<file path="config.mk">
export PLATFORM = sky130hd
export DESIGN_NAME = coherent_snoop_port
export DESIGN_NICKNAME = d
export VERILOG_FILES = /design/src/logic/snoop_pkg.sv /design/src/logic/stream_if.sv /design/src/logic/coherent_req_unit.sv /design/src/logic/coherent_snoop_port.sv /design/src/logic/snoop_fifo.sv
export SDC_FILE = /design/constraint.sdc
export NUM_CORES = 1
export LEC_CHECK = 0
export ABC_AREA = 1
export BUFFER_PORTS_ARGS = -buffer_cell sky130_fd_sc_hd__buf_2
export CORE_UTILIZATION = 55
export DETAILED_ROUTE_END_ITERATION = 8
export MAX_ROUTING_LAYER = met4
export PLACE_DENSITY = 0.79
export SLEW_MARGIN = 20
export SYNTH_ARGS = -nofsm -noshare
export SYNTH_HDL_FRONTEND = slang
export SYNTH_SLANG_ARGS = --single-unit
</file>
<file path="constraint.sdc">
create_clock -name sys_clk -period 3 [get_ports sys_clk]
set_input_delay 0.6 -clock sys_clk [delete_from_list [all_inputs] [get_ports sys_clk]]
set_output_delay 0.6 -clock sys_clk [all_outputs]
set_load 0.005 [all_outputs]
</file>
<file path="src/logic/snoop_pkg.sv">
`default_nettype none

package snoop_pkg;

    // Channel widths.
    localparam int AC_ADDR_W  = 32;
    localparam int SNOOP_W    = 4;
    localparam int PROT_W     = 3;
    localparam int CRRESP_W   = 5;
    localparam int CD_DATA_W  = 32;

    // A cache line is sixteen beats of snoop data.
    localparam int         LINE_BEATS_INT = 16;
    localparam int         BEAT_CNT_W     = 5;
    localparam logic [4:0] LINE_BEATS     = 5'h10;
    localparam logic [4:0] LAST_BEAT_LEFT = 5'h01;
    localparam logic [4:0] NO_BEATS_LEFT  = 5'h00;

    // Depth of the snoop data buffer in words.
    localparam int FIFO_DEPTH = 32;

    // Bit positions inside the snoop response.
    localparam int CR_DATA_XFER_BIT = 0;
    localparam int CR_ERROR_BIT     = 1;
    localparam int CR_PASS_DIRTY_BIT = 2;
    localparam int CR_IS_SHARED_BIT = 3;
    localparam int CR_WAS_UNIQUE_BIT = 4;

    // Read address opcodes issued by the requester.
    localparam logic [3:0] AR_READ_SHARED_OP = 4'h1;
    localparam logic [3:0] AR_READ_UNIQUE_OP = 4'h2;
    localparam logic [3:0] AR_MAKE_UNIQUE_OP = 4'h3;

    // Snoop opcodes that only remove the line and never carry data.
    localparam logic [3:0] SNP_CLEAN_INVALID_OP = 4'h9;
    localparam logic [3:0] SNP_MAKE_INVALID_OP  = 4'hD;

    typedef enum logic [1:0]
    {
        REQ_LOAD       = 2'b00,
        REQ_PART_STORE = 2'b01,
        REQ_FULL_STORE = 2'b10
    } req_kind_t;

endpackage

`default_nettype wire

</file>
<file path="src/logic/stream_if.sv">
`timescale 1ns/10ps
`default_nettype none

interface stream_if #(parameter int W = 32);
    logic         valid;
    logic         ready;
    logic [W-1:0] data;

    modport src (output valid, output data, input ready);
    modport snk (input valid, input data, output ready);
endinterface

`default_nettype wire

</file>
<file path="src/logic/coherent_req_unit.sv">
`timescale 1ns/10ps
`default_nettype none

module coherent_req_unit (
    input  wire logic                           sys_clk,
    input  wire logic                           reset_n,
    input  wire logic                           req_valid,
    input  wire snoop_pkg::req_kind_t           req_kind,
    input  wire logic [snoop_pkg::AC_ADDR_W-1:0] req_addr,
    input  wire logic                           req_unique_held,
    output logic                                req_ready,
    output logic                                req_done,
    output logic                                ar_valid,
    input  wire logic                           ar_ready,
    output logic [snoop_pkg::AC_ADDR_W-1:0]     ar_addr,
    output logic [snoop_pkg::SNOOP_W-1:0]       ar_snoop,
    input  wire logic                           rd_resp_done,
    output logic                                store_go,
    input  wire logic                           store_done,
    input  wire logic                           wr_resp_done,
    output logic                                rack,
    output logic                                wack
);
    import snoop_pkg::*;

    typedef enum logic [1:0]
    {
        R_IDLE  = 2'b00,
        R_ADDR  = 2'b01,
        R_WAIT  = 2'b10,
        R_STORE = 2'b11
    } req_state_t;

    req_state_t            state_q;
    req_state_t            state_d;
    req_kind_t             kind_q;
    req_kind_t             kind_d;
    logic                  no_tx_q;
    logic                  no_tx_d;
    logic                  req_ready_q;
    logic                  req_ready_d;
    logic                  req_done_q;
    logic                  req_done_d;
    logic                  ar_valid_q;
    logic                  ar_valid_d;
    logic [AC_ADDR_W-1:0]  ar_addr_q;
    logic [AC_ADDR_W-1:0]  ar_addr_d;
    logic [SNOOP_W-1:0]    ar_snoop_q;
    logic [SNOOP_W-1:0]    ar_snoop_d;
    logic                  store_go_q;
    logic                  store_go_d;
    logic                  rack_q;
    logic                  rack_d;
    logic                  wack_q;
    logic                  wack_d;

    always_comb
    begin
        state_d     = state_q;
        kind_d      = kind_q;
        no_tx_d     = no_tx_q;
        req_ready_d = 1'b0;
        req_done_d  = 1'b0;
        ar_valid_d  = ar_valid_q;
        ar_addr_d   = ar_addr_q;
        ar_snoop_d  = ar_snoop_q;
        store_go_d  = 1'b0;
        rack_d      = 1'b0;
        wack_d      = wr_resp_done;
        case (state_q)
            R_IDLE:
            begin
                req_ready_d = ~(req_valid & req_ready_q);
                if (req_valid && req_ready_q)
                begin
                    kind_d = req_kind;
                    if (req_kind != REQ_LOAD && req_unique_held)
                    begin
                        // A unique line is stored to with no broadcast.
                        no_tx_d    = 1'b1;
                        store_go_d = 1'b1;
                        state_d    = R_STORE;
                    end
                    else
                    begin
                        no_tx_d    = 1'b0;
                        ar_valid_d = 1'b1;
                        ar_addr_d  = req_addr;
                        case (req_kind)
                            REQ_PART_STORE: ar_snoop_d = AR_READ_UNIQUE_OP;
                            REQ_FULL_STORE: ar_snoop_d = AR_MAKE_UNIQUE_OP;
                            default:        ar_snoop_d = AR_READ_SHARED_OP;
                        endcase
                        state_d = R_ADDR;
                    end
                end
            end
            R_ADDR:
            begin
                if (ar_ready)
                begin
                    ar_valid_d = 1'b0;
                    state_d    = R_WAIT;
                end
            end
            R_WAIT:
            begin
                if (rd_resp_done)
                begin
                    if (kind_q == REQ_LOAD)
                    begin
                        rack_d     = 1'b1;
                        req_done_d = 1'b1;
                        state_d    = R_IDLE;
                    end
                    else
                    begin
                        // Other copies are gone once the unique response is in.
                        store_go_d = 1'b1;
                        state_d    = R_STORE;
                    end
                end
            end
            R_STORE:
            begin
                if (store_done)
                begin
                    rack_d     = ~no_tx_q;
                    req_done_d = 1'b1;
                    state_d    = R_IDLE;
                end
            end
            default:
            begin
                state_d = R_IDLE;
            end
        endcase
    end

    always_ff @(posedge sys_clk or negedge reset_n)
    begin
        if (!reset_n)
        begin
            state_q     <= R_IDLE;
            kind_q      <= REQ_LOAD;
            no_tx_q     <= 1'b0;
            req_ready_q <= 1'b0;
            req_done_q  <= 1'b0;
            ar_valid_q  <= 1'b0;
            ar_addr_q   <= '0;
            ar_snoop_q  <= '0;
            store_go_q  <= 1'b0;
            rack_q      <= 1'b0;
            wack_q      <= 1'b0;
        end
        else
        begin
            state_q     <= state_d;
            kind_q      <= kind_d;
            no_tx_q     <= no_tx_d;
            req_ready_q <= req_ready_d;
            req_done_q  <= req_done_d;
            ar_valid_q  <= ar_valid_d;
            ar_addr_q   <= ar_addr_d;
            ar_snoop_q  <= ar_snoop_d;
            store_go_q  <= store_go_d;
            rack_q      <= rack_d;
            wack_q      <= wack_d;
        end
    end

    assign req_ready = req_ready_q;
    assign req_done  = req_done_q;
    assign ar_valid  = ar_valid_q;
    assign ar_addr   = ar_addr_q;
    assign ar_snoop  = ar_snoop_q;
    assign store_go  = store_go_q;
    assign rack      = rack_q;
    assign wack      = wack_q;
endmodule

`default_nettype wire

</file>
<file path="src/logic/coherent_snoop_port.sv">
// Functional notes
// - Snoop address in: valid, address, opcode, protection.
// - Exactly one response per accepted snoop.
// - Response carries flag announcing following data.
// - Optional snoop data: valid, data, last.
// - Drive read and write acknowledge outputs.
// - Holder responds and supplies line on data; the code sends no data for the two pure invalidation snoops.
// - Load done: assert read acknowledge.
// - All other copies removed before shareable store.
// - Partial store of missing line issues ReadUnique.
// - Unique line: stores need no broadcast.
// - Full-line store issues MakeUnique.
// - Invalidating snoop answered with removal response.
// - Store then read acknowledge after unique response.
`timescale 1ns/10ps
`default_nettype none

module coherent_snoop_port (
    input  wire logic                            sys_clk,
    input  wire logic                            reset_n,
    input  wire logic                            ac_valid,
    output logic                                 ac_ready,
    input  wire logic [snoop_pkg::AC_ADDR_W-1:0] ac_addr,
    input  wire logic [snoop_pkg::SNOOP_W-1:0]   ac_snoop,
    input  wire logic [snoop_pkg::PROT_W-1:0]    ac_prot,
    output logic                                 cr_valid,
    input  wire logic                            cr_ready,
    output logic [snoop_pkg::CRRESP_W-1:0]       cr_resp,
    output logic                                 cd_valid,
    input  wire logic                            cd_ready,
    output logic [snoop_pkg::CD_DATA_W-1:0]      cd_data,
    output logic                                 cd_last,
    output logic                                 lk_valid,
    output logic [snoop_pkg::AC_ADDR_W-1:0]      lk_addr,
    output logic [snoop_pkg::SNOOP_W-1:0]        lk_snoop,
    output logic [snoop_pkg::PROT_W-1:0]         lk_prot,
    output logic                                 lk_invalidate,
    input  wire logic                            lk_done,
    input  wire logic                            lk_has_data,
    input  wire logic                            lk_dirty,
    input  wire logic                            lk_keep,
    input  wire logic                            lk_was_unique,
    input  wire logic                            line_valid,
    input  wire logic [snoop_pkg::CD_DATA_W-1:0] line_data,
    output logic                                 line_ready,
    input  wire logic                            req_valid,
    input  wire snoop_pkg::req_kind_t            req_kind,
    input  wire logic [snoop_pkg::AC_ADDR_W-1:0] req_addr,
    input  wire logic                            req_unique_held,
    output logic                                 req_ready,
    output logic                                 req_done,
    output logic                                 ar_valid,
    input  wire logic                            ar_ready,
    output logic [snoop_pkg::AC_ADDR_W-1:0]      ar_addr,
    output logic [snoop_pkg::SNOOP_W-1:0]        ar_snoop,
    input  wire logic                            rd_resp_done,
    output logic                                 store_go,
    input  wire logic                            store_done,
    input  wire logic                            wr_resp_done,
    output logic                                 rack,
    output logic                                 wack
);
    import snoop_pkg::*;

    typedef enum logic [1:0]
    {
        S_IDLE   = 2'b00,
        S_LOOKUP = 2'b01,
        S_RESP   = 2'b10,
        S_DATA   = 2'b11
    } snoop_state_t;

    // Snoops of the pure invalidation kind never return data.
    function automatic logic snoop_invalidates(input logic [SNOOP_W-1:0] op);
        snoop_invalidates = (op == SNP_CLEAN_INVALID_OP) || (op == SNP_MAKE_INVALID_OP);
    endfunction

    snoop_state_t          state_q;
    snoop_state_t          state_d;
    logic                  ac_ready_q;
    logic                  ac_ready_d;
    logic                  lk_valid_q;
    logic                  lk_valid_d;
    logic [AC_ADDR_W-1:0]  lk_addr_q;
    logic [AC_ADDR_W-1:0]  lk_addr_d;
    logic [SNOOP_W-1:0]    lk_snoop_q;
    logic [SNOOP_W-1:0]    lk_snoop_d;
    logic [PROT_W-1:0]     lk_prot_q;
    logic [PROT_W-1:0]     lk_prot_d;
    logic                  lk_inval_q;
    logic                  lk_inval_d;
    logic                  cr_valid_q;
    logic                  cr_valid_d;
    logic [CRRESP_W-1:0]   cr_resp_q;
    logic [CRRESP_W-1:0]   cr_resp_d;
    logic                  data_due_q;
    logic                  data_due_d;
    logic [BEAT_CNT_W-1:0] beats_q;
    logic [BEAT_CNT_W-1:0] beats_d;
    logic                  cd_valid_q;
    logic                  cd_valid_d;
    logic [CD_DATA_W-1:0]  cd_data_q;
    logic [CD_DATA_W-1:0]  cd_data_d;
    logic                  cd_last_q;
    logic                  cd_last_d;
    logic                  cd_free;
    logic                  pop;
    logic                  send_data;

    stream_if #(.W(CD_DATA_W)) fill_s ();
    stream_if #(.W(CD_DATA_W)) drain_s ();

    // The cache may stream the line in before the response is taken; the buffer
    // absorbs it, and a full buffer holds off the cache through line_ready.
    assign fill_s.valid = line_valid;
    assign fill_s.data  = line_data;
    assign line_ready   = fill_s.ready;

    snoop_fifo #(
        .WIDTH (CD_DATA_W),
        .DEPTH (FIFO_DEPTH)
    ) data_buf (
        .sys_clk (sys_clk),
        .reset_n (reset_n),
        .in_s    (fill_s),
        .out_s   (drain_s)
    );

    // The output stage may load a new beat when it is empty or being taken.
    assign cd_free       = ~cd_valid_q | cd_ready;
    assign pop           = (state_q == S_DATA) && (beats_q != NO_BEATS_LEFT)
                           && drain_s.valid && cd_free;
    assign drain_s.ready = pop;

    // A hit only yields data when the snoop is not a pure invalidation.
    assign send_data = lk_has_data & ~lk_inval_q;

    always_comb
    begin
        state_d    = state_q;
        ac_ready_d = 1'b0;
        lk_valid_d = lk_valid_q;
        lk_addr_d  = lk_addr_q;
        lk_snoop_d = lk_snoop_q;
        lk_prot_d  = lk_prot_q;
        lk_inval_d = lk_inval_q;
        cr_valid_d = cr_valid_q;
        cr_resp_d  = cr_resp_q;
        data_due_d = data_due_q;
        beats_d    = beats_q;
        case (state_q)
            S_IDLE:
            begin
                // Ready drops in the cycle after a snoop is taken, so only one
                // snoop is in flight and each gets exactly one response.
                ac_ready_d = ~(ac_valid & ac_ready_q);
                if (ac_valid && ac_ready_q)
                begin
                    lk_valid_d = 1'b1;
                    lk_addr_d  = ac_addr;
                    lk_snoop_d = ac_snoop;
                    lk_prot_d  = ac_prot;
                    lk_inval_d = snoop_invalidates(ac_snoop);
                    state_d    = S_LOOKUP;
                end
            end
            S_LOOKUP:
            begin
                if (lk_done)
                begin
                    lk_valid_d = 1'b0;
                    cr_valid_d = 1'b1;
                    cr_resp_d  = '0;
                    cr_resp_d[CR_DATA_XFER_BIT]  = send_data;
                    cr_resp_d[CR_PASS_DIRTY_BIT] = send_data & lk_dirty;
                    cr_resp_d[CR_IS_SHARED_BIT]  = lk_keep & ~lk_inval_q;
                    cr_resp_d[CR_WAS_UNIQUE_BIT] = lk_was_unique;
                    data_due_d = send_data;
                    state_d    = S_RESP;
                end
            end
            S_RESP:
            begin
                if (cr_ready)
                begin
                    cr_valid_d = 1'b0;
                    if (data_due_q)
                    begin
                        beats_d = LINE_BEATS;
                        state_d = S_DATA;
                    end
                    else
                    begin
                        state_d = S_IDLE;
                    end
                end
            end
            S_DATA:
            begin
                if (pop)
                begin
                    beats_d = BEAT_CNT_W'(beats_q - 1'b1);
                end
                if (cd_valid_q && cd_ready && cd_last_q)
                begin
                    data_due_d = 1'b0;
                    state_d    = S_IDLE;
                end
            end
            default:
            begin
                state_d = S_IDLE;
            end
        endcase
    end

    always_comb
    begin
        cd_valid_d = cd_valid_q;
        cd_data_d  = cd_data_q;
        cd_last_d  = cd_last_q;
        if (cd_free)
        begin
            cd_valid_d = pop;
            if (pop)
            begin
                cd_data_d = drain_s.data;
                cd_last_d = (beats_q == LAST_BEAT_LEFT);
            end
            else
            begin
                cd_last_d = 1'b0;
            end
        end
    end

    always_ff @(posedge sys_clk or negedge reset_n)
    begin
        if (!reset_n)
        begin
            state_q    <= S_IDLE;
            ac_ready_q <= 1'b0;
            lk_valid_q <= 1'b0;
            lk_addr_q  <= '0;
            lk_snoop_q <= '0;
            lk_prot_q  <= '0;
            lk_inval_q <= 1'b0;
            cr_valid_q <= 1'b0;
            cr_resp_q  <= '0;
            data_due_q <= 1'b0;
            beats_q    <= NO_BEATS_LEFT;
        end
        else
        begin
            state_q    <= state_d;
            ac_ready_q <= ac_ready_d;
            lk_valid_q <= lk_valid_d;
            lk_addr_q  <= lk_addr_d;
            lk_snoop_q <= lk_snoop_d;
            lk_prot_q  <= lk_prot_d;
            lk_inval_q <= lk_inval_d;
            cr_valid_q <= cr_valid_d;
            cr_resp_q  <= cr_resp_d;
            data_due_q <= data_due_d;
            beats_q    <= beats_d;
        end
    end

    always_ff @(posedge sys_clk or negedge reset_n)
    begin
        if (!reset_n)
        begin
            cd_valid_q <= 1'b0;
            cd_data_q  <= '0;
            cd_last_q  <= 1'b0;
        end
        else
        begin
            cd_valid_q <= cd_valid_d;
            cd_data_q  <= cd_data_d;
            cd_last_q  <= cd_last_d;
        end
    end

    // Requests from the local cache: coherent loads and shareable stores.
    coherent_req_unit req_unit (
        .sys_clk         (sys_clk),
        .reset_n         (reset_n),
        .req_valid       (req_valid),
        .req_kind        (req_kind),
        .req_addr        (req_addr),
        .req_unique_held (req_unique_held),
        .req_ready       (req_ready),
        .req_done        (req_done),
        .ar_valid        (ar_valid),
        .ar_ready        (ar_ready),
        .ar_addr         (ar_addr),
        .ar_snoop        (ar_snoop),
        .rd_resp_done    (rd_resp_done),
        .store_go        (store_go),
        .store_done      (store_done),
        .wr_resp_done    (wr_resp_done),
        .rack            (rack),
        .wack            (wack)
    );

    assign ac_ready      = ac_ready_q;
    assign lk_valid      = lk_valid_q;
    assign lk_addr       = lk_addr_q;
    assign lk_snoop      = lk_snoop_q;
    assign lk_prot       = lk_prot_q;
    assign lk_invalidate = lk_inval_q;
    assign cr_valid      = cr_valid_q;
    assign cr_resp       = cr_resp_q;
    assign cd_valid      = cd_valid_q;
    assign cd_data       = cd_data_q;
    assign cd_last       = cd_last_q;
endmodule

`default_nettype wire

</file>
<file path="src/logic/snoop_fifo.sv">
`timescale 1ns/10ps
`default_nettype none

module snoop_fifo #(
    parameter int WIDTH = 32,
    parameter int DEPTH = 32
) (
    input  wire logic sys_clk,
    input  wire logic reset_n,
    stream_if.snk     in_s,
    stream_if.src     out_s
);
    localparam int PW = $clog2(DEPTH);

    logic [WIDTH-1:0] mem [DEPTH];
    logic [PW-1:0]    wr_ptr_q;
    logic [PW-1:0]    wr_ptr_d;
    logic [PW-1:0]    rd_ptr_q;
    logic [PW-1:0]    rd_ptr_d;
    logic [PW:0]      count_q;
    logic [PW:0]      count_d;
    logic             full_q;
    logic             full_d;
    logic             push;
    logic             pop;

    // Ready comes from a register so a full buffer stalls the cache cleanly.
    assign in_s.ready  = ~full_q;
    assign out_s.valid = (count_q != '0);
    assign out_s.data  = mem[rd_ptr_q];
    assign push        = in_s.valid & ~full_q;
    assign pop         = out_s.valid & out_s.ready;

    always_comb
    begin
        wr_ptr_d = push ? PW'(wr_ptr_q + 1'b1) : wr_ptr_q;
        rd_ptr_d = pop ? PW'(rd_ptr_q + 1'b1) : rd_ptr_q;
        count_d  = count_q;
        if (push && !pop)
        begin
            count_d = (PW+1)'(count_q + 1'b1);
        end
        else if (pop && !push)
        begin
            count_d = (PW+1)'(count_q - 1'b1);
        end
        full_d = (count_d == (PW+1)'(DEPTH));
    end

    always_ff @(posedge sys_clk)
    begin
        if (push)
        begin
            mem[wr_ptr_q] <= in_s.data;
        end
    end

    always_ff @(posedge sys_clk or negedge reset_n)
    begin
        if (!reset_n)
        begin
            wr_ptr_q <= '0;
            rd_ptr_q <= '0;
            count_q  <= '0;
            full_q   <= 1'b0;
        end
        else
        begin
            wr_ptr_q <= wr_ptr_d;
            rd_ptr_q <= rd_ptr_d;
            count_q  <= count_d;
            full_q   <= full_d;
        end
    end
endmodule

`default_nettype wire

</file>
Word-level counts from Yosys, hierarchy flattened --
Memories as Yosys holds them, arrays and structs flattened. A register that Yosys moved wholly into a read port is not among the register bits. Cells that the tools add are included.
Word-level totals: flip-flop bits (word level) 121, memory bits (writable) 1024, bits of input ports 122, output and inout bits 125, logic and storage cells 158, memories kept 1
Operators by class: add/sub/neg operators 5, equality and inequality tests 23, mux-type cells 49, bitwise operators 15, reductions and logical operators 37
Memories:
- data_buf.mem | words 32, bits a word 32, rd ports 1, clocked after Yosys merged registers in 1, write ports 1, line snoop_fifo.sv:15 | logic [WIDTH-1:0] mem [DEPTH];
Operators with widths (number):
- 1-bit two-way mux | 22
- 2-bit two-way mux | 11
- 2-bit != test, second input constant | 8
- 2-bit case mux with 4 select lines | 2
- 4-bit AND reduction | 4
- 5-bit two-way mux | 3
- 1-bit case mux with 2 select lines | 7
- 6-bit two-way mux | 2
- 3-bit AND reduction | 4
- 2-bit nonzero test | 6
- 5-bit by 1-bit adder with 5-bit output, second input constant | 2
- 2-bit equality test, second input constant | 5
- 1-bit logical AND | 10
- 5-bit case mux with 2 select lines | 1
- 4-bit equality test, second input constant | 2
- 2-bit AND reduction | 4
- 1-bit AND | 7
- 1-bit inverter | 7
- 6-bit by 1-bit adder with 6-bit output, second input constant | 1
- 2-bit by 1-bit equality test with 1-bit output, second input constant | 3
- 6-bit equality test, second input constant | 1
- 2-bit zero test | 3
- 2-bit by 1-bit != test with 1-bit output, second input constant | 3
- 6-bit nonzero test | 1
- 8 further kinds | 10

Depth between registers and ports, before layout --
Gate-level depths: netlist of run 1.
word-level depth 9, depth in mapped cells 14, depth with buffers taken out 14

Modules after synthesis --
Synthesis of run 1 repeated with hierarchy kept, for this count alone.
Second synthesis, totals: cell total of the unflattened synthesis 3965, area, all modules 47237.8 um^2
Modules (own cells, without submodules):
- snoop_fifo | instances 1, cells each 3340, area each 41835.1 um^2, seq. area each 31174.9 um^2
- coherent_snoop_port | instances 1, cells each 415, area each 3559.7 um^2, seq. area each 2227.1 um^2
- coherent_req_unit | instances 1, cells each 210, area each 1843.0 um^2, seq. area each 1126.1 um^2

Worst setup path before layout of run 1 --
No wires, ideal clock.
kind input-to-reg, from in line_valid, to mem data_buf.mem[31][0], enable pin, setup time 0.423 ns, arrival time 2.589 ns, data required time 2.577 ns, slack -0.011 ns, stages 5, path buffers 1, cells stage by stage nand2_1 inv_1 buf_2 nand2_1 nor2_1
Between the ends: word-level cells in the longest chain between the ends 3
Ends and longest elaborated chain:
- start, declared | line coherent_snoop_port.sv:43 | input wire logic line_valid,
- 1-bit AND | line snoop_fifo.sv:31 | assign push = in_s.valid & ~full_q;
- 1-bit two-way mux | line snoop_fifo.sv:52 | if (push)
- 1-bit two-way mux (not written as such) | line snoop_fifo.sv:54 | mem[wr_ptr_q] <= in_s.data;
- end, declared | line snoop_fifo.sv:15
No other way between the ends.

==> flow_summary.ini, run 1 <==
[outcome]
status = finished clean

[detailed_routing]
dr.pass1.iters = 6
dr_wl_met3_mm = 14.9
drc_errors = 0
antenna_left = 0
vias_per_cell = 6.09
route.detailed.wl_per_inst_um = 23.8
dr.first_iter.drc_count = 4539
wl_met2_mm = 57.9
routed.top_layer = met4
vias = 31758
drt-met1-wl_mm = 45.8
wirelength_mm = 124

[synth]
syn_area_sq_um = 46600
synth-edff-count = 1024
synth_cell_types = 31
netlist_top_cells_area = edfxtp_1 (66%), dfrtp_1 (8.1%), nor2_1 (5.0%)
dominantRegCellSynth = edfxtp_1
synth.avg_cell_area_sq_um = 12.5
yosysWarnings = 0
synth-seq-cells = 1175
synth.most_common_cell = edfxtp_1
ys_async_sr_fraction_pct = 12.9
synth-seq-area-share_pct = 74.1
synthTopCellsByCount = edfxtp_1 (1024), nor2_1 (621), nand2_1 (611)
syn_inst = 3732
yosys.area.top_type_share_pct = 66.0
yosysTopAreaCell = edfxtp_1

[pwr]
p_per_area_nw_per_um2 = 954
p_int_mw = 32.6
swShare_pct = 35.8
p_leak_nw = 19.0
total_power_mw = 50.8
comb_power_share_pct = 31.9
peakVddDrop_mv = 0.833
p_sw_mw = 18.2
seqPwrFrac_pct = 40.6
clkPwrFrac_pct = 27.6

[cts]
cts_setup_buffers = 0
clk_pin_slew_ns = 0.06
cts_buffers = 110
cts_max_level = 3
cts_tree = done
clock_path_buffers = 3
clk_latency_ns = 0.69
cts_sinks = 1175
root_buffer = clkbuf_16

[critical_path]
crit_path_start_kind = flop
rrSetupSlack_ns = 0.50
worst-path-max-fanout = 31
worstReg2RegEnd = cd_data[14]
r2r_cells = 9
path_class = flop to flop
max_stage_delay_ns = 0.74
r2r_start = data_buf.rd_ptr_q[2]
critical_path.cell_chain = nand2_1 > inv_2 > buf_4 > nand2_1 > nand2_1 > a21oi_1 > nand2_1 > nand3_1 > nand2_1
worst_path_most_repeated_cell = nand2_1
critPathBufInv = 2
crit_arrival_ns = 3.11
end_kind = flop
slowest_stage = dfrtp_4
critPathTopFamily = buffers and inverters
cp.required_ns = 3.61

[layout]
regArea_sq_um = 34500
nets = 4110
fillers = 5837
multi_input_area_sq_um = 10800
utilization_pct = 63.5
areaGrowthSynthToFinish_pct = 14.1
layout-drive-gt1-share_pct = 14.0

[placed_design]
place_congestion = 0.862
port_buffers = 243
dpl.hpwl_mm = 70.8

[floorplan]
fp.dieW_um = 293
initial_core_util_pct = 55.7
dieHeight_um = 293
core_sq_um = 83700
top_level_ports = 247
rows = 106
die-area_sq_um = 85900

[timing]
rsz0062_at_grt = false
hold_slack_ns = 0.119
setup_viol = 0
setup_tns_ns = 0
min_period_over_period_pct = 83.3
finalHoldViolCount = 0
relSlewSlack_pct = 44.8
worst_pin_slew_ns = 0.828
fmax_ghz = 0.400
fin_worst_skew_ns = 0.0206
drv_slew = 0
period_needed_ns = 2.50

[grt]
overflow = 0
grt_pass1_vias = 30014
grt_pass1_wl_mm = 184
grt_antenna_before_repair = 11
grt_max_degree = 175
grt_usage_pct = 29.6

[min_path]
hold_path_depth = 3
hp-class = input pin to flop
worstHoldStart = req_addr[1]
holdPathEnd = req_unit.ar_addr[1]

[job]
maxCapViolCount = 0
==> metrics by stage <==
stage / area [sq um] / setup WS, ns / instances
2_1_floorplan: 46600 / 0.00514 / 3734
3_3_place_gp: 49500 / 0.602 / 4995
3_5_place_dp: 49500 / 0.542 / 4995
4_1_cts: 53200 / 0.563 / 5205
5_1_grt: 53200 / 0.469 / 5214
6_report: 53200 / 0.500 / 5214
==> kinds of logic (layout without fill, tap and decap cells) <==
group           after synthesis  count (layout)  synth area share (%)
simple gates               1465            1465                  12.6
flops                      1175            1175                  74.1
compound gates              780             780                  9.38
buf+inv                     286             623                  3.35
fa+ha+maj                    13              13                 0.349
xor+xnor                     12              12                 0.226
other cells                   1              12               0.00805
==> worst register-to-register path, delay by kind of cell (launching register included) <==
family / cells / cell delay (ns)
AO/OA/AOI/OAI: 1 / 0.06
buffers and inverters: 2 / 0.93
flip-flops: 1 / 0.74
AND/OR/NAND/NOR: 6 / 0.69
==> cell type report <==
class                      instances  area share (%)
timing repair buffer             363            4.87
clock inverter                    48            1.08
multi-input combinational       2273            20.2
tap                             1134            2.67
sequential                      1175            65.0
inverter                          52           0.407
clock buffer                     160            5.74
antenna                            9          0.0424
==> power by group through the flow <==
| stage | clock [mW] | sequential [mW] | combinational [mW] |
|---|---|---|---|
| final | 14.0 | 20.6 | 16.2 |
| after global routing | 14.7 | 20.7 | 17.6 |
| after CTS | 14.1 | 20.6 | 16.0 |
| after detailed placement | 0 | 20.9 | 15.8 |
| after global placement | 0 | 20.8 | 15.3 |
| after floorplan | 0 | 20.6 | 10.6 |
==> cells in the final DEF (no fill, tap or decap), types with 2 or more instances in the layout <==
master            n
a21oi_1          44
bufinv_16        11
o22ai_1         113
inv_1            43
nor2_2            2
nor2_1          588
or2_0             7
buf_2           242
diode_2           9
clkinvlp_4        3
xor2_1           12
clkinv_8          3
buf_12           37
clkinv_2         14
clkbuf_8          9
or2_2             3
o21ai_0         382
o211ai_1        129
o21ai_1         112
inv_2             5
edfxtp_1       1024
nand4_1          36
ha_1             13
nor3_1            6
inv_4             2
dfrtp_1         147
inv_6             2
nor2_4           33
dlygate4sd3_1     2
nand2_1         611
nand3_1         176
clkinv_1         14
conb_1            3
buf_4            81
clkbuf_16       111
dfrtp_4           3
clkbuf_1         40
==> state kept, by name (all words and copies together) (netlist names), 3 cells and up <==
name and cells:
cr_resp 4, data_buf.mem 1024, lk_prot 3, beats_q 5, lk_addr 32, lk_snoop 4
data_buf.count_q 6, req_unit.ar_addr 32, cd_data 32, data_buf.rd_ptr_q 5, data_buf.wr_ptr_q 5
==> timing repair <==
item                      4_1_cts  5_1_grt
hold endpoints to repair       43        0
gates resized for setup         0        0
hold buffers                    2        0
==> routing by layer <==
layer  vias up  GRT usage (%)
li1      13899              -
met3       347           5.98
met5         -              -
met2      2166           45.2
met1     15346           38.7
met4         0           13.0
==> worst max-delay path by stage <==
| stage | from | to | slack, ns | cells past startpoint |
|---|---|---|---|---|
| 2_1_floorplan | line_valid | data_buf.mem[11][0] | 0.005 | 5 |
| 4_1_cts | data_buf.rd_ptr_q[2] | cd_data[14] | 0.56 | 9 |
| 6_report | data_buf.rd_ptr_q[2] | cd_data[14] | 0.50 | 9 |
| 5_1_grt | data_buf.rd_ptr_q[0] | cd_data[3] | 0.47 | 7 |
| 3_3_place_gp | line_valid | data_buf.mem[26][27] | 0.60 | 8 |
| 3_5_place_dp | line_valid | data_buf.mem[26][27] | 0.54 | 8 |
(Power assumes the default switching activity.)
==> run 2, diff against run 1 <==
ABC_AREA = 0   (was 1)
clock period = 2.2 ns   (was 3 ns; I/O delays follow)
==> run 2 against run 1 <==
Net effect:
- worst setup slack got worse by 0.58 ns
- routed wire length decreased by 6.7%
- sequential share of layout area decreased by 1.0 points
- hold slack got worse by 0.078 ns
- register-to-register slack got worse by 0.58 ns
- the flow now finishes with violations (setup timing)
- power increased by 32%
- core utilization increased by 4.5 points
- maximum frequency increased by 9.9%
- area after synthesis decreased by 4.7%
- largest cell class unchanged
- first-iteration DRC count decreased by 41%
==> flow_summary.ini, run 2 <==
[synth]
synth-seq-cells = 1175
yosysWarnings = 0
yosys.area.top_type_share_pct = 69.2
netlist_top_cells_area = edfxtp_1 (69%), mux4_2 (13%), dfrtp_1 (8.5%)
synth.avg_cell_area_sq_um = 21.4
synthTopCellsByCount = edfxtp_1 (1024), mux4_2 (256), dfrtp_1 (151)
synth-edff-count = 1024
synth-seq-area-share_pct = 77.7
ys_async_sr_fraction_pct = 12.9
dominantRegCellSynth = edfxtp_1
yosysTopAreaCell = edfxtp_1
synth.most_common_cell = edfxtp_1
syn_area_sq_um = 44400
syn_inst = 2080
synth_cell_types = 55

[cts]
cts_max_level = 3
root_buffer = clkbuf_16
clock_path_buffers = 3
cts_buffers = 109
clk_pin_slew_ns = 0.06
cts_tree = done
cts_sinks = 1175
clk_latency_ns = 0.69

[layout]
instances_no_fill = 3731
utilization_pct = 68.0
largest_reg_flops = 1024
nets = 2716
design_area_sq_um = 54000
fillers = 4622
regMostFlops = data_buf.mem
final_common_cell = edfxtp_1
mostFrequentLayoutCells = edfxtp_1 (1024), mux4_2 (256), buf_2 (242), dfrtp_1 (148), clkbuf_16 (116)
layout-drive-gt1-share_pct = 38.3
areaGrowthSynthToFinish_pct = 21.6

[detailed_routing]
dr.first_iter.drc_count = 2690
dr.pass1.iters = 6
drc_errors = 0
wirelength_mm = 116
route.detailed.wl_per_inst_um = 31.0
vias = 24013
antenna_left = 0
vias_per_cell = 6.44

[timing]
rsz0062_at_grt = true
hold_slack_ns = 0.0408
worst_pin_slew_ns = 0.621
period_needed_ns = 2.27
drv_slew = 0
relSlewSlack_pct = 58.6
finalHoldViolCount = 0
setup_slack_ns = -0.0748
fin_worst_skew_ns = 0.0223
setup_tns_ns = -0.167
min_period_over_period_pct = 103
setup_viol = 10
fmax_ghz = 0.440

[placed_design]
port_buffers = 243
place_area_sq_um = 49000
place_congestion = 0.810
dp_slack_ns = -0.137
place_inst = 3419
dpl.hpwl_mm = 63.0

[critical_path]
path_class = flop to flop
r2r_cells = 9
worst-path-max-fanout = 21
cp.required_ns = 2.79
crit_arrival_ns = 2.86
crit_path_start_kind = flop
end_kind = flop

[pwr]
p_per_area_nw_per_um2 = 1240
peakVddDrop_mv = 0.937
total_power_mw = 67.1
p_leak_nw = 18.5

[outcome]
violations = setup timing
status = finished, violations left

[min_path]
hp-class = input pin to flop
hold_path_depth = 2

[floorplan]
rows = 103
initial_core_util_pct = 56.0
dieHeight_um = 286
die-area_sq_um = 81900
core_sq_um = 79400
top_level_ports = 247
fp.dieW_um = 286

[grt]
overflow = 0
grt_pass1_vias = 24819
grt_usage_pct = 29.0
grt_pass1_wl_mm = 165
grt_antenna_before_repair = 6
grt_max_degree = 55

[job]
maxCapViolCount = 0
==> run 2: changes by cell type after synthesis, moves of 129 or more <==
cell and delta:
nand2_1 -554, o211ai_1 -129, nand3_1 -168, nor2_1 -576
o21ai_0 -332, mux4_2 +256
==> run 2: power breakdown <==
group          switching, mW  total [mW]  internal [mW]
registers               1.35        28.1           26.8
logic                   9.83        19.4           9.61
clock network           8.41        19.6           11.1
==> run 2: cell families after synthesis <==
family | after synthesis | synth area share, %
xor+xnor | 14 | 0.276
fa+ha+maj | 14 | 0.389
flops | 1175 | 77.7
compound gates | 203 | 2.82
mux | 349 | 15.3
simple gates | 193 | 2.22
other cells | 1 | 0.00844
buf+inv | 131 | 1.25
==> run 2: area by class of cell <==
class | instances | area (sq um) | share of cell area [%]
diodes | 4 | 10.0 | 0.0185
inverters | 12 | 45.0 | 0.0834
multi-input cells | 776 | 9740 | 18.0
repair buffers | 507 | 4620 | 8.56
flip-flops and latches | 1175 | 34500 | 64.0
clock buffers | 148 | 3070 | 5.68
clock inverters | 59 | 669 | 1.24
well taps | 1050 | 1310 | 2.43
==> run 2: worst paths after layout <==
path                                  start              endpoint  slack (ns)
max in group asynchronous           reset_n           cd_data[16]        1.21
worst min register to register     lk_valid              lk_valid        0.47
min in group asynchronous           reset_n  req_unit.ar_snoop[0]        0.29
worst min-delay path            ac_snoop[3]           lk_snoop[3]        0.04
worst max register to register   beats_q[0]       data_buf.full_q       -0.07
worst max-delay path             beats_q[0]       data_buf.full_q       -0.07
==> run 2: worst max-delay path, stage by stage, from the launching register on <==
cell,delay [ns]
dfrtp_1,0.40
inv_2,0.08
ha_1,0.14
or4b_4,0.47
o2111ai_4,0.11
or2_4,0.22
buf_6,0.22
maj3_1,0.21
o22ai_2,0.09
nor4_2,0.23
==> run 2: repair_timing <==
action / 4_1_cts / 5_1_grt
pin swaps: 3 / 4
endpoints found under the setup margin: 8 / 29
gates resized for setup: 9 / 39
endpoints found under the hold margin: 120 / 0
hold buffers: 75 / 0
gates cloned: 0 / 6
setup buffers: 0 / 20
==> run 2: metal layers <==
layer | global-route usage (%) | wire length, um | vias up | share of wire (%)
met2 | 48.0 | 59400 | 1554 | 51
li1 | - | - | 9645 | -
met1 | 36.1 | 41200 | 12490 | 36
met4 | 11.2 | 4800 | 0 | 4.1
met5 | - | 0 | - | 0
met3 | 4.61 | 10300 | 324 | 8.9
